## src/verilog/bhhp_pkg.sv

```systemverilog
package bhhp_pkg;
  // Batch code widths
  localparam int FORMULA_W = 4;
  localparam int CODE_MAX = 15;
  // Stable-level filter length in clock cycles
  localparam int FILT_CYCLES = 3;
  // Reset values of the code and single-cake levels (rx_code, rx_single and their send-side registers)
  localparam logic SIG_RST = 1'b0;
  localparam logic [FORMULA_W-1:0] CODE_RST = 4'h0;
endpackage
```

## src/verilog/bhhp_if.sv

```systemverilog
`timescale 1ns/1ps
// Link between an upstream discharge end and a downstream loading end
interface bhhp_if;
  // plain level signals
  // Upstream to downstream
  logic [bhhp_pkg::FORMULA_W-1:0] formula_code;
  logic single_cake;
  logic data_valid;
  logic batch_ready;
  // Downstream to upstream
  logic load_desired;
  logic data_taken;
  modport upstream(
    output formula_code,
    output single_cake,
    output data_valid,
    output batch_ready,
    input load_desired,
    input data_taken
  );
  modport downstream(
    input formula_code,
    input single_cake,
    input data_valid,
    input batch_ready,
    output load_desired,
    output data_taken
  );
endinterface

```

## src/verilog/bhhp_discharge.sv

```systemverilog
`timescale 1ns/1ps
// Discharge end: sends batches to the downstream machine
module bhhp_discharge #(
  parameter int FILT = bhhp_pkg::FILT_CYCLES
) (
  input wire logic core_clk,
  input wire logic nrst,
  bhhp_if.upstream link,
  input wire logic send_req,
  input wire logic [bhhp_pkg::FORMULA_W-1:0] send_code,
  input wire logic send_single,
  output logic send_busy,
  output logic send_done
);
  typedef enum logic [2:0] {BHHP_IDLE, BHHP_WLOAD, BHHP_SETUP, BHHP_VALID, BHHP_WREL}
    bhhp_dstate_e;
  bhhp_dstate_e st_reg;
  logic [1:0] s1_reg;
  logic [1:0] s2_reg;
  logic [1:0] f_reg;
  logic [1:0] last_reg;
  logic [7:0] cnt_reg [2];
  logic [bhhp_pkg::FORMULA_W-1:0] code_reg;
  logic single_reg;

  initial begin
    if (FILT < 1 || FILT > 255) $error("FILT out of range");
  end

  always_ff @(posedge core_clk or negedge nrst) begin
    if (!nrst) begin
      s1_reg <= 2'h0;
      s2_reg <= 2'h0;
    end else begin
      s1_reg <= {link.data_taken, link.load_desired};
      s2_reg <= s1_reg;
    end
  end
  for (genvar i = 0; i < 2; i++) begin : g_filt
    always_ff @(posedge core_clk or negedge nrst) begin
      if (!nrst) begin
        last_reg[i] <= 1'b0;
        cnt_reg[i] <= 8'h00;
        f_reg[i] <= 1'b0;
      end else begin
        last_reg[i] <= s2_reg[i];
        if (s2_reg[i] != last_reg[i]) begin
          cnt_reg[i] <= 8'h00;
        end else if (cnt_reg[i] < 8'(FILT)) begin
          cnt_reg[i] <= cnt_reg[i] + 8'h01;
        end else begin
          f_reg[i] <= s2_reg[i];
        end
      end
    end
  end

  always_ff @(posedge core_clk or negedge nrst) begin
    if (!nrst) begin
      st_reg <= BHHP_IDLE;
      code_reg <= bhhp_pkg::CODE_RST;
      single_reg <= bhhp_pkg::SIG_RST;
      send_done <= 1'b0;
    end else begin
      send_done <= 1'b0;
      case (st_reg)
        BHHP_IDLE: begin
          if (send_req) begin
            code_reg <= send_code;
            single_reg <= send_single;
            st_reg <= BHHP_WLOAD;
          end
        end
        BHHP_WLOAD: begin
          if (f_reg[0]) begin
            st_reg <= BHHP_SETUP;
          end
        end
        BHHP_SETUP: begin
          st_reg <= BHHP_VALID;
        end
        BHHP_VALID: begin
          if (f_reg[1]) begin
            st_reg <= BHHP_WREL;
          end
        end
        BHHP_WREL: begin
          if (!f_reg[1] && !f_reg[0]) begin
            st_reg <= BHHP_IDLE;
            send_done <= 1'b1;
          end
        end
        default: begin
          st_reg <= BHHP_IDLE;
        end
      endcase
    end
  end

  always_comb begin
    link.formula_code = (st_reg == BHHP_SETUP || st_reg == BHHP_VALID) ? code_reg
      : bhhp_pkg::CODE_RST;
    link.single_cake = (st_reg == BHHP_SETUP || st_reg == BHHP_VALID) ? single_reg : 1'b0;
  end
  assign link.data_valid = (st_reg == BHHP_VALID);
  // status toward partner
  // Ready drops in the release wait so the loading end can leave its taken state
  assign link.batch_ready = (st_reg == BHHP_WLOAD || st_reg == BHHP_SETUP
    || st_reg == BHHP_VALID);
  assign send_busy = (st_reg != BHHP_IDLE);
endmodule

```

## src/flat_wrapper.sv

```systemverilog
// flat-port wrapper written by rule: the top's interface ports become plain ports
module bhhp_discharge_flat 
#(
  parameter int FILT = bhhp_pkg::FILT_CYCLES
)
  (core_clk, nrst, send_req, send_code, send_single, send_busy, send_done, link_formula_code, link_single_cake, link_data_valid, link_batch_ready, link_load_desired, link_data_taken);
  bhhp_if link_i ();
  input wire logic core_clk;
  input wire logic nrst;
  input wire logic send_req;
  input wire logic [bhhp_pkg::FORMULA_W-1:0] send_code;
  input wire logic send_single;
  output logic send_busy;
  output logic send_done;
  output wire logic [$bits(link_i.formula_code)-1:0] link_formula_code;
  output wire logic [$bits(link_i.single_cake)-1:0] link_single_cake;
  output wire logic [$bits(link_i.data_valid)-1:0] link_data_valid;
  output wire logic [$bits(link_i.batch_ready)-1:0] link_batch_ready;
  input wire logic [$bits(link_i.load_desired)-1:0] link_load_desired;
  input wire logic [$bits(link_i.data_taken)-1:0] link_data_taken;
  assign link_formula_code = link_i.formula_code;
  assign link_single_cake = link_i.single_cake;
  assign link_data_valid = link_i.data_valid;
  assign link_batch_ready = link_i.batch_ready;
  assign link_i.load_desired = link_load_desired;
  assign link_i.data_taken = link_data_taken;
  bhhp_discharge #(.FILT(FILT)) u_core (.core_clk(core_clk), .nrst(nrst), .link(link_i), .send_req(send_req), .send_code(send_code), .send_single(send_single), .send_busy(send_busy), .send_done(send_done));
endmodule
```

## config.mk

```make
export PLATFORM = sky130hd
export DESIGN_NAME = bhhp_discharge_flat
export DESIGN_NICKNAME = d
export VERILOG_FILES = /design/src/verilog/bhhp_pkg.sv /design/src/verilog/bhhp_if.sv /design/src/verilog/bhhp_discharge.sv /design/src/flat_wrapper.sv
export SDC_FILE = /design/constraint.sdc
export NUM_CORES = 1
export LEC_CHECK = 0
export BUFFER_PORTS_ARGS = -buffer_cell sky130_fd_sc_hd__buf_2
export CAP_MARGIN = 10
export CORE_MARGIN = 8
export CORE_UTILIZATION = 26
export DETAILED_ROUTE_END_ITERATION = 10
export SYNTH_ARGS = -nofsm -noshare
export SYNTH_HDL_FRONTEND = slang
export SYNTH_SLANG_ARGS = --single-unit
```

## constraint.sdc

```tcl
create_clock -name core_clk -period 2.7 [get_ports core_clk]
set_input_delay 0.54 -clock core_clk [delete_from_list [all_inputs] [get_ports core_clk]]
set_output_delay 0.54 -clock core_clk [all_outputs]
set_load 0.005 [all_outputs]
```

# After elaboration in Yosys (flattened, before gate mapping)
# Index checks and enable logic that the tools add are counted.
[totals]
reg_bits = 33
input_bits = 10
out_inout_bits = 9
word_cells = 57
[op_classes]
addsub = 2
order_cmp = 2
eq_ne = 10
n_mux = 13
bitwise_logic = 4
reduce_logical = 14
[op_table]
columns = ["cell", "count"]
rows = [
  ["$mux W8", 4],
  ["$add A8 B1 Y8 const B", 2],
  ["$lt A8 B2 Y1 const B", 2],
  ["$pmux W3 S5", 1],
  ["$mux W3", 4],
  ["$eq A3 B2 Y1 const B", 2],
  ["$ne A2 B1 Y1 const B", 3],
  ["$reduce_and A2 Y1", 3],
  ["$mux W4", 1],
  ["$not A1 Y1", 4],
  ["$reduce_and A4 Y1", 1],
  ["$reduce_bool A2 Y1", 2],
  ["$eq A3 B1 Y1 const B", 1],
  ["$eq A3 B3 Y1 const B", 1],
  ["$logic_not A3 Y1", 1],
  ["$logic_or A1 B1 Y1", 3],
  ["$mux W1", 3],
  ["$reduce_bool A3 Y1", 1],
  ["$logic_not A1 Y1", 2],
  ["$ne A1 B1 Y1", 2],
  ["$ne A2 B2 Y1 const B", 1],
  ["$logic_and A1 B1 Y1", 1],
]

# Longest topological paths before layout
[depth]
ltp_word = 4
mapped_depth = 4
ltp_nobuf = 4

# Least setup slack after synthesis
# Ideal clock, no wire load.
[synth_timing]
kind = "register -> register"
from = "register u_core.cnt_reg[0] (netlist name)"
to = "register u_core.cnt_reg[0] (netlist name)"
setup_time_ns = 0.078
arrival_ns = 1.552
required_ns = 2.622
slack_ns = 1.070
path_stages_with_launch = 5
n_path_buf = 0
period_less_slack_ns = 1.630
cell_sequence = "dfrtp_1 ha_1 or4_4 or3_1 a21boi_1"
[synth_between]
elab_chain_len = 3
elab_cells_between_ends = 5
classes_between = "add/sub (1); order compare (1); mux (2); reduce/logical (1)"
[synth_rtl]
columns = ["item", "line_no", "source"]
rows = [
  ["start: declaration", "bhhp_discharge.sv:22", "logic [7:0] cnt_reg [2];"],
  ["start signal: indexed assignment", "bhhp_discharge.sv:50", "cnt_reg[i] <= cnt_reg[i] + 8'h01;"],
  ["$add A8 B1 Y8", "bhhp_discharge.sv:50", ""],
  ["$mux W8", "bhhp_discharge.sv:49", "end else if (cnt_reg[i] < 8'(FILT)) begin"],
  ["$mux W8", "bhhp_discharge.sv:47", "if (s2_reg[i] != last_reg[i]) begin"],
]
# Parallel ways exist; a longest one is shown, timed or not. The select of a mux whose other input is x is not followed.
# A chain may end at the register's enable or synchronous reset.

# Final worst setup path
[layout_timing]
from = "register u_core.st_reg[1]"
to = "output port link_formula_code[3]"
[layout_between]
elab_chain_len = 3
elab_cells_between_ends = 4
classes_between = "eq/ne (2); mux (1); reduce/logical (1)"
[layout_rtl]
columns = ["item", "line_no", "source"]
rows = [
  ["start: declaration", "bhhp_discharge.sv:17", "bhhp_dstate_e st_reg;"],
  ["start signal: assignment", "bhhp_discharge.sv:60", "st_reg <= BHHP_IDLE;"],
  ["start signal: assignment", "bhhp_discharge.sv:71", "st_reg <= BHHP_WLOAD;"],
  ["start signal: assignment", "bhhp_discharge.sv:76", "st_reg <= BHHP_SETUP;"],
  ["$eq A3 B2 Y1", "bhhp_discharge.sv:101", "link.formula_code = (st_reg == BHHP_SETUP || st_reg == BHHP_VALID) ? code_reg"],
  ["$logic_or A1 B1 Y1 *", "bhhp_discharge.sv:101", ""],
  ["$mux W4 *", "bhhp_discharge.sv:101", ""],
  ["end: declaration", "flat_wrapper.sv:15", "output wire logic [$bits(link_i.formula_code)-1:0] link_formula_code;"],
]
# Mark *: on every way between the ends. The rest lies on a longest branch, timed or not.

==> flow_summary.toml <==
[run_status]
outcome = "finished, final reports clean"

[power_and_ir_drop]
cellPowerDensity_nw_per_um2 = 896
power.leakage_nw = 0.754
intPower_w = 0.00103
swShare_pct = 27.9
p_seq_share_pct = 45.1
combPwrFrac_pct = 22.9
vdd_drop_max_v = 0.000225
finalPower_w = 0.00143
switchingPower_w = 0.000400
power_frac_clock_pct = 32.0

[synth]
yosysWarnings = 0
ys_ff_latch = 33
synthesis.instances = 105
syn-num-nets = 117
ys_seq_area_share_pct = 63.2
mappedNetlistArea_sq_um = 1310
yosysUniqueCellTypes = 23
syn_avg_cell_area_sq_um = 12.5

[cells_and_area]
regArea_sq_um = 826
multi_input_area_sq_um = 478
area_growth_pct = 22.4
final_area_sq_um = 1600
insertedDiodeCount = 0
drive_above_1_share_pct = 28.2
finalNonFillerCells = 201
largest_register_ffs = 16
fillers = 509
layout.nets = 142

[timing]
min_period_ps = 1880
rsz0062_at_grt = "no"
setup_violations = 0
clock_skew_ps = 6.14
worst_slew_pin_slew_ps = 710
maxSlewViolCount = 0
period_share_pct = 69.6
finalHoldViolCount = 0
relSlewSlack_pct = 52.7
setup-tns-final_ps = 0
fmax_mhz = 532

[route]
dr.pass1.iters = 4
postRouteWirelength_um = 2370
drc = 0
via_per_inst = 4.31
vias = 867
routedWlPerCell_um = 11.8
drt_iter0_drc = 38
postRouteAntennaNets = 0

[clocking]
cts_max_level = 2
cts_sinks = 33
clkSlewWorstSetupHoldPaths_ps = 70
cts_resized = 0
cts_tree = "done"
insertion_delay_ps = 280
cts.path.max_buffers = 2
cts_hold_buffers = 0
ctsRootBufferMaster = "clkbuf_8"
post-cts-setup-buffers = 0
cts_buffers = 5

[placement]
gp_congestion = 0.707
dp_hpwl_um = 1710
io_buffers = 18
placedCellCount = 193
dpl_cell_area_sq_um = 1490

[worst_setup_path]
worstRegToRegCells = 4
cp_num_buf_inv = 1
worst-setup-path-type = "reg -> out"
cp-start-kind = "register"
cp_cell_sequence = "nor2b_1 -> and2_1 -> buf_2"
cp.depth = 3
slowest_stage = "dfrtp_1"
crit_family = "simple AND/OR/NAND/NOR gates"
crit_fanout = 7
arrival_ps = 1340
crit_path_end_kind = "output port"
max_stage_delay_ps = 420
cp.required_ps = 2160

[global_routing]
grt_pass1_vias = 903
met1_usage_pct = 7.90
grt_remaining_overflow = 0
met3_usage_pct = 2.83
antenna_found_initial = 0
track_usage_pct = 7.00
grt_start_max_net_pins = 34
met2_usage_pct = 10.2
grt_busiest_layer = "met2"
grt_pass1_wl_um = 4060

[floorplan]
die_area_sq_um = 7550
die_x_um = 86.9
initial_utilization_pct = 26.3
ioPinCount = 19
core_sq_um = 4980
rows = 26
die_h_um = 86.9

[job]
max_cap_viol_count = 0

[hold_path]
hp-class = "in -> async"
-- cell usage after synthesis --
cell type / count / share of area (%)
ha_1: 2 / 1.9
xnor2_1: 2 / 1.3
or3_1: 5 / 2.4
a21boi_1: 2 / 1.1
nand3b_1: 1 / 0.57
o211ai_1: 2 / 1.1
a21oi_1: 1 / 0.38
a221oi_1: 1 / 0.67
or4_4: 2 / 1.7
and2_1: 16 / 7.7
nor2b_1: 1 / 0.48
nand2_1: 3 / 0.86
and2_2: 2 / 1.1
dfrtp_1: 33 / 63
nor3_1: 3 / 1.1
nand3_1: 7 / 2.7
nor4_1: 2 / 0.96
o21ai_0: 7 / 2.7
mux2_2: 6 / 5.2
inv_1: 1 / 0.29
nor2_1: 3 / 0.86
nor2_2: 1 / 0.48
a21boi_0: 2 / 1.1
-- per-stage QoR --
step | hold WS [ps] | worst slack [ps] | utilization, %
finish | 302 | 822 | 32.2
floorplan | 244 | 1070 | -
CTS | 327 | 797 | 32.2
global route | 356 | 689 | 32.2
global placement | 336 | 1040 | 29.8
detailed placement | 336 | 955 | 29.8
-- worst reg2reg max path, delay by kind of cell, from the launching register on --
kind	cells	cell delay, ps
AOI/OAI and AO/OA	1	160
adders and majority gates	1	230
DFF	1	400
and+or+nand+nor	2	890
-- power by group through the flow --
stage | logic (W) | clock network, W | registers, W
after global placement | 0.000317 | 0 | 0.000646
after CTS | 0.000337 | 0.000474 | 0.000646
final | 0.000328 | 0.000459 | 0.000647
after floorplan | 0.000223 | 0 | 0.000637
after detailed placement | 0.000336 | 0 | 0.000657
after global routing | 0.000376 | 0.000498 | 0.000662
-- area by class of cell --
cell class / count / share of cell area (%)
Timing Repair Buffer: 18 / 5.63
Sequential cell: 33 / 51.6
Multi-Input combinational cell: 71 / 29.9
Inverter: 1 / 0.235
Clock buffer: 5 / 4.30
Clock inverter: 3 / 2.89
Tap cell: 70 / 5.47
-- metal layers --
layer / part of all wire [%] / wire length, um
met5: 0 / 0
met4: 3.0 / 72
met3: 9.2 / 217
met2: 42 / 1010
met1: 45 / 1070
-- cells in the final DEF (no fill, tap or decap), types with 3 or more instances in the layout --
| cell type | count |
|---|---|
| o21ai_0 | 7 |
| nor3_1 | 3 |
| mux2_2 | 6 |
| clkbuf_8 | 5 |
| nand2_1 | 3 |
| nor2_1 | 3 |
| and2_1 | 16 |
| nand3_1 | 7 |
| buf_2 | 18 |
| dfrtp_1 | 33 |
| or3_1 | 5 |
-- logic make-up (layout without fill, tap and decap cells) --
kind of cell / after synthesis / in the layout / share of synthesized area (%)
simple gates: 46 / 46 / 21.0
flops: 33 / 33 / 63.2
compound gates: 15 / 15 / 7.18
mux: 6 / 6 / 5.17
fa+ha+maj: 2 / 2 / 1.91
xor+xnor: 2 / 2 / 1.34
buf+inv: 1 / 27 / 0.287
-- path summary, 6_finish.rpt --
kind	slack, ps	end	from
min in group core_clk	350	u_core.s2_reg[1]	u_core.s1_reg[1]
max in group asynchronous	1930	u_core.f_reg[1]	nrst
hold / removal	300	u_core.cnt_reg[12]	nrst
setup reg to reg	950	u_core.cnt_reg[8]	u_core.cnt_reg[8]
hold reg to reg	350	u_core.s2_reg[1]	u_core.s1_reg[1]
setup / recovery	820	link_formula_code[3]	u_core.st_reg[1]
No activity file was read; power rests on OpenSTA's default activity.
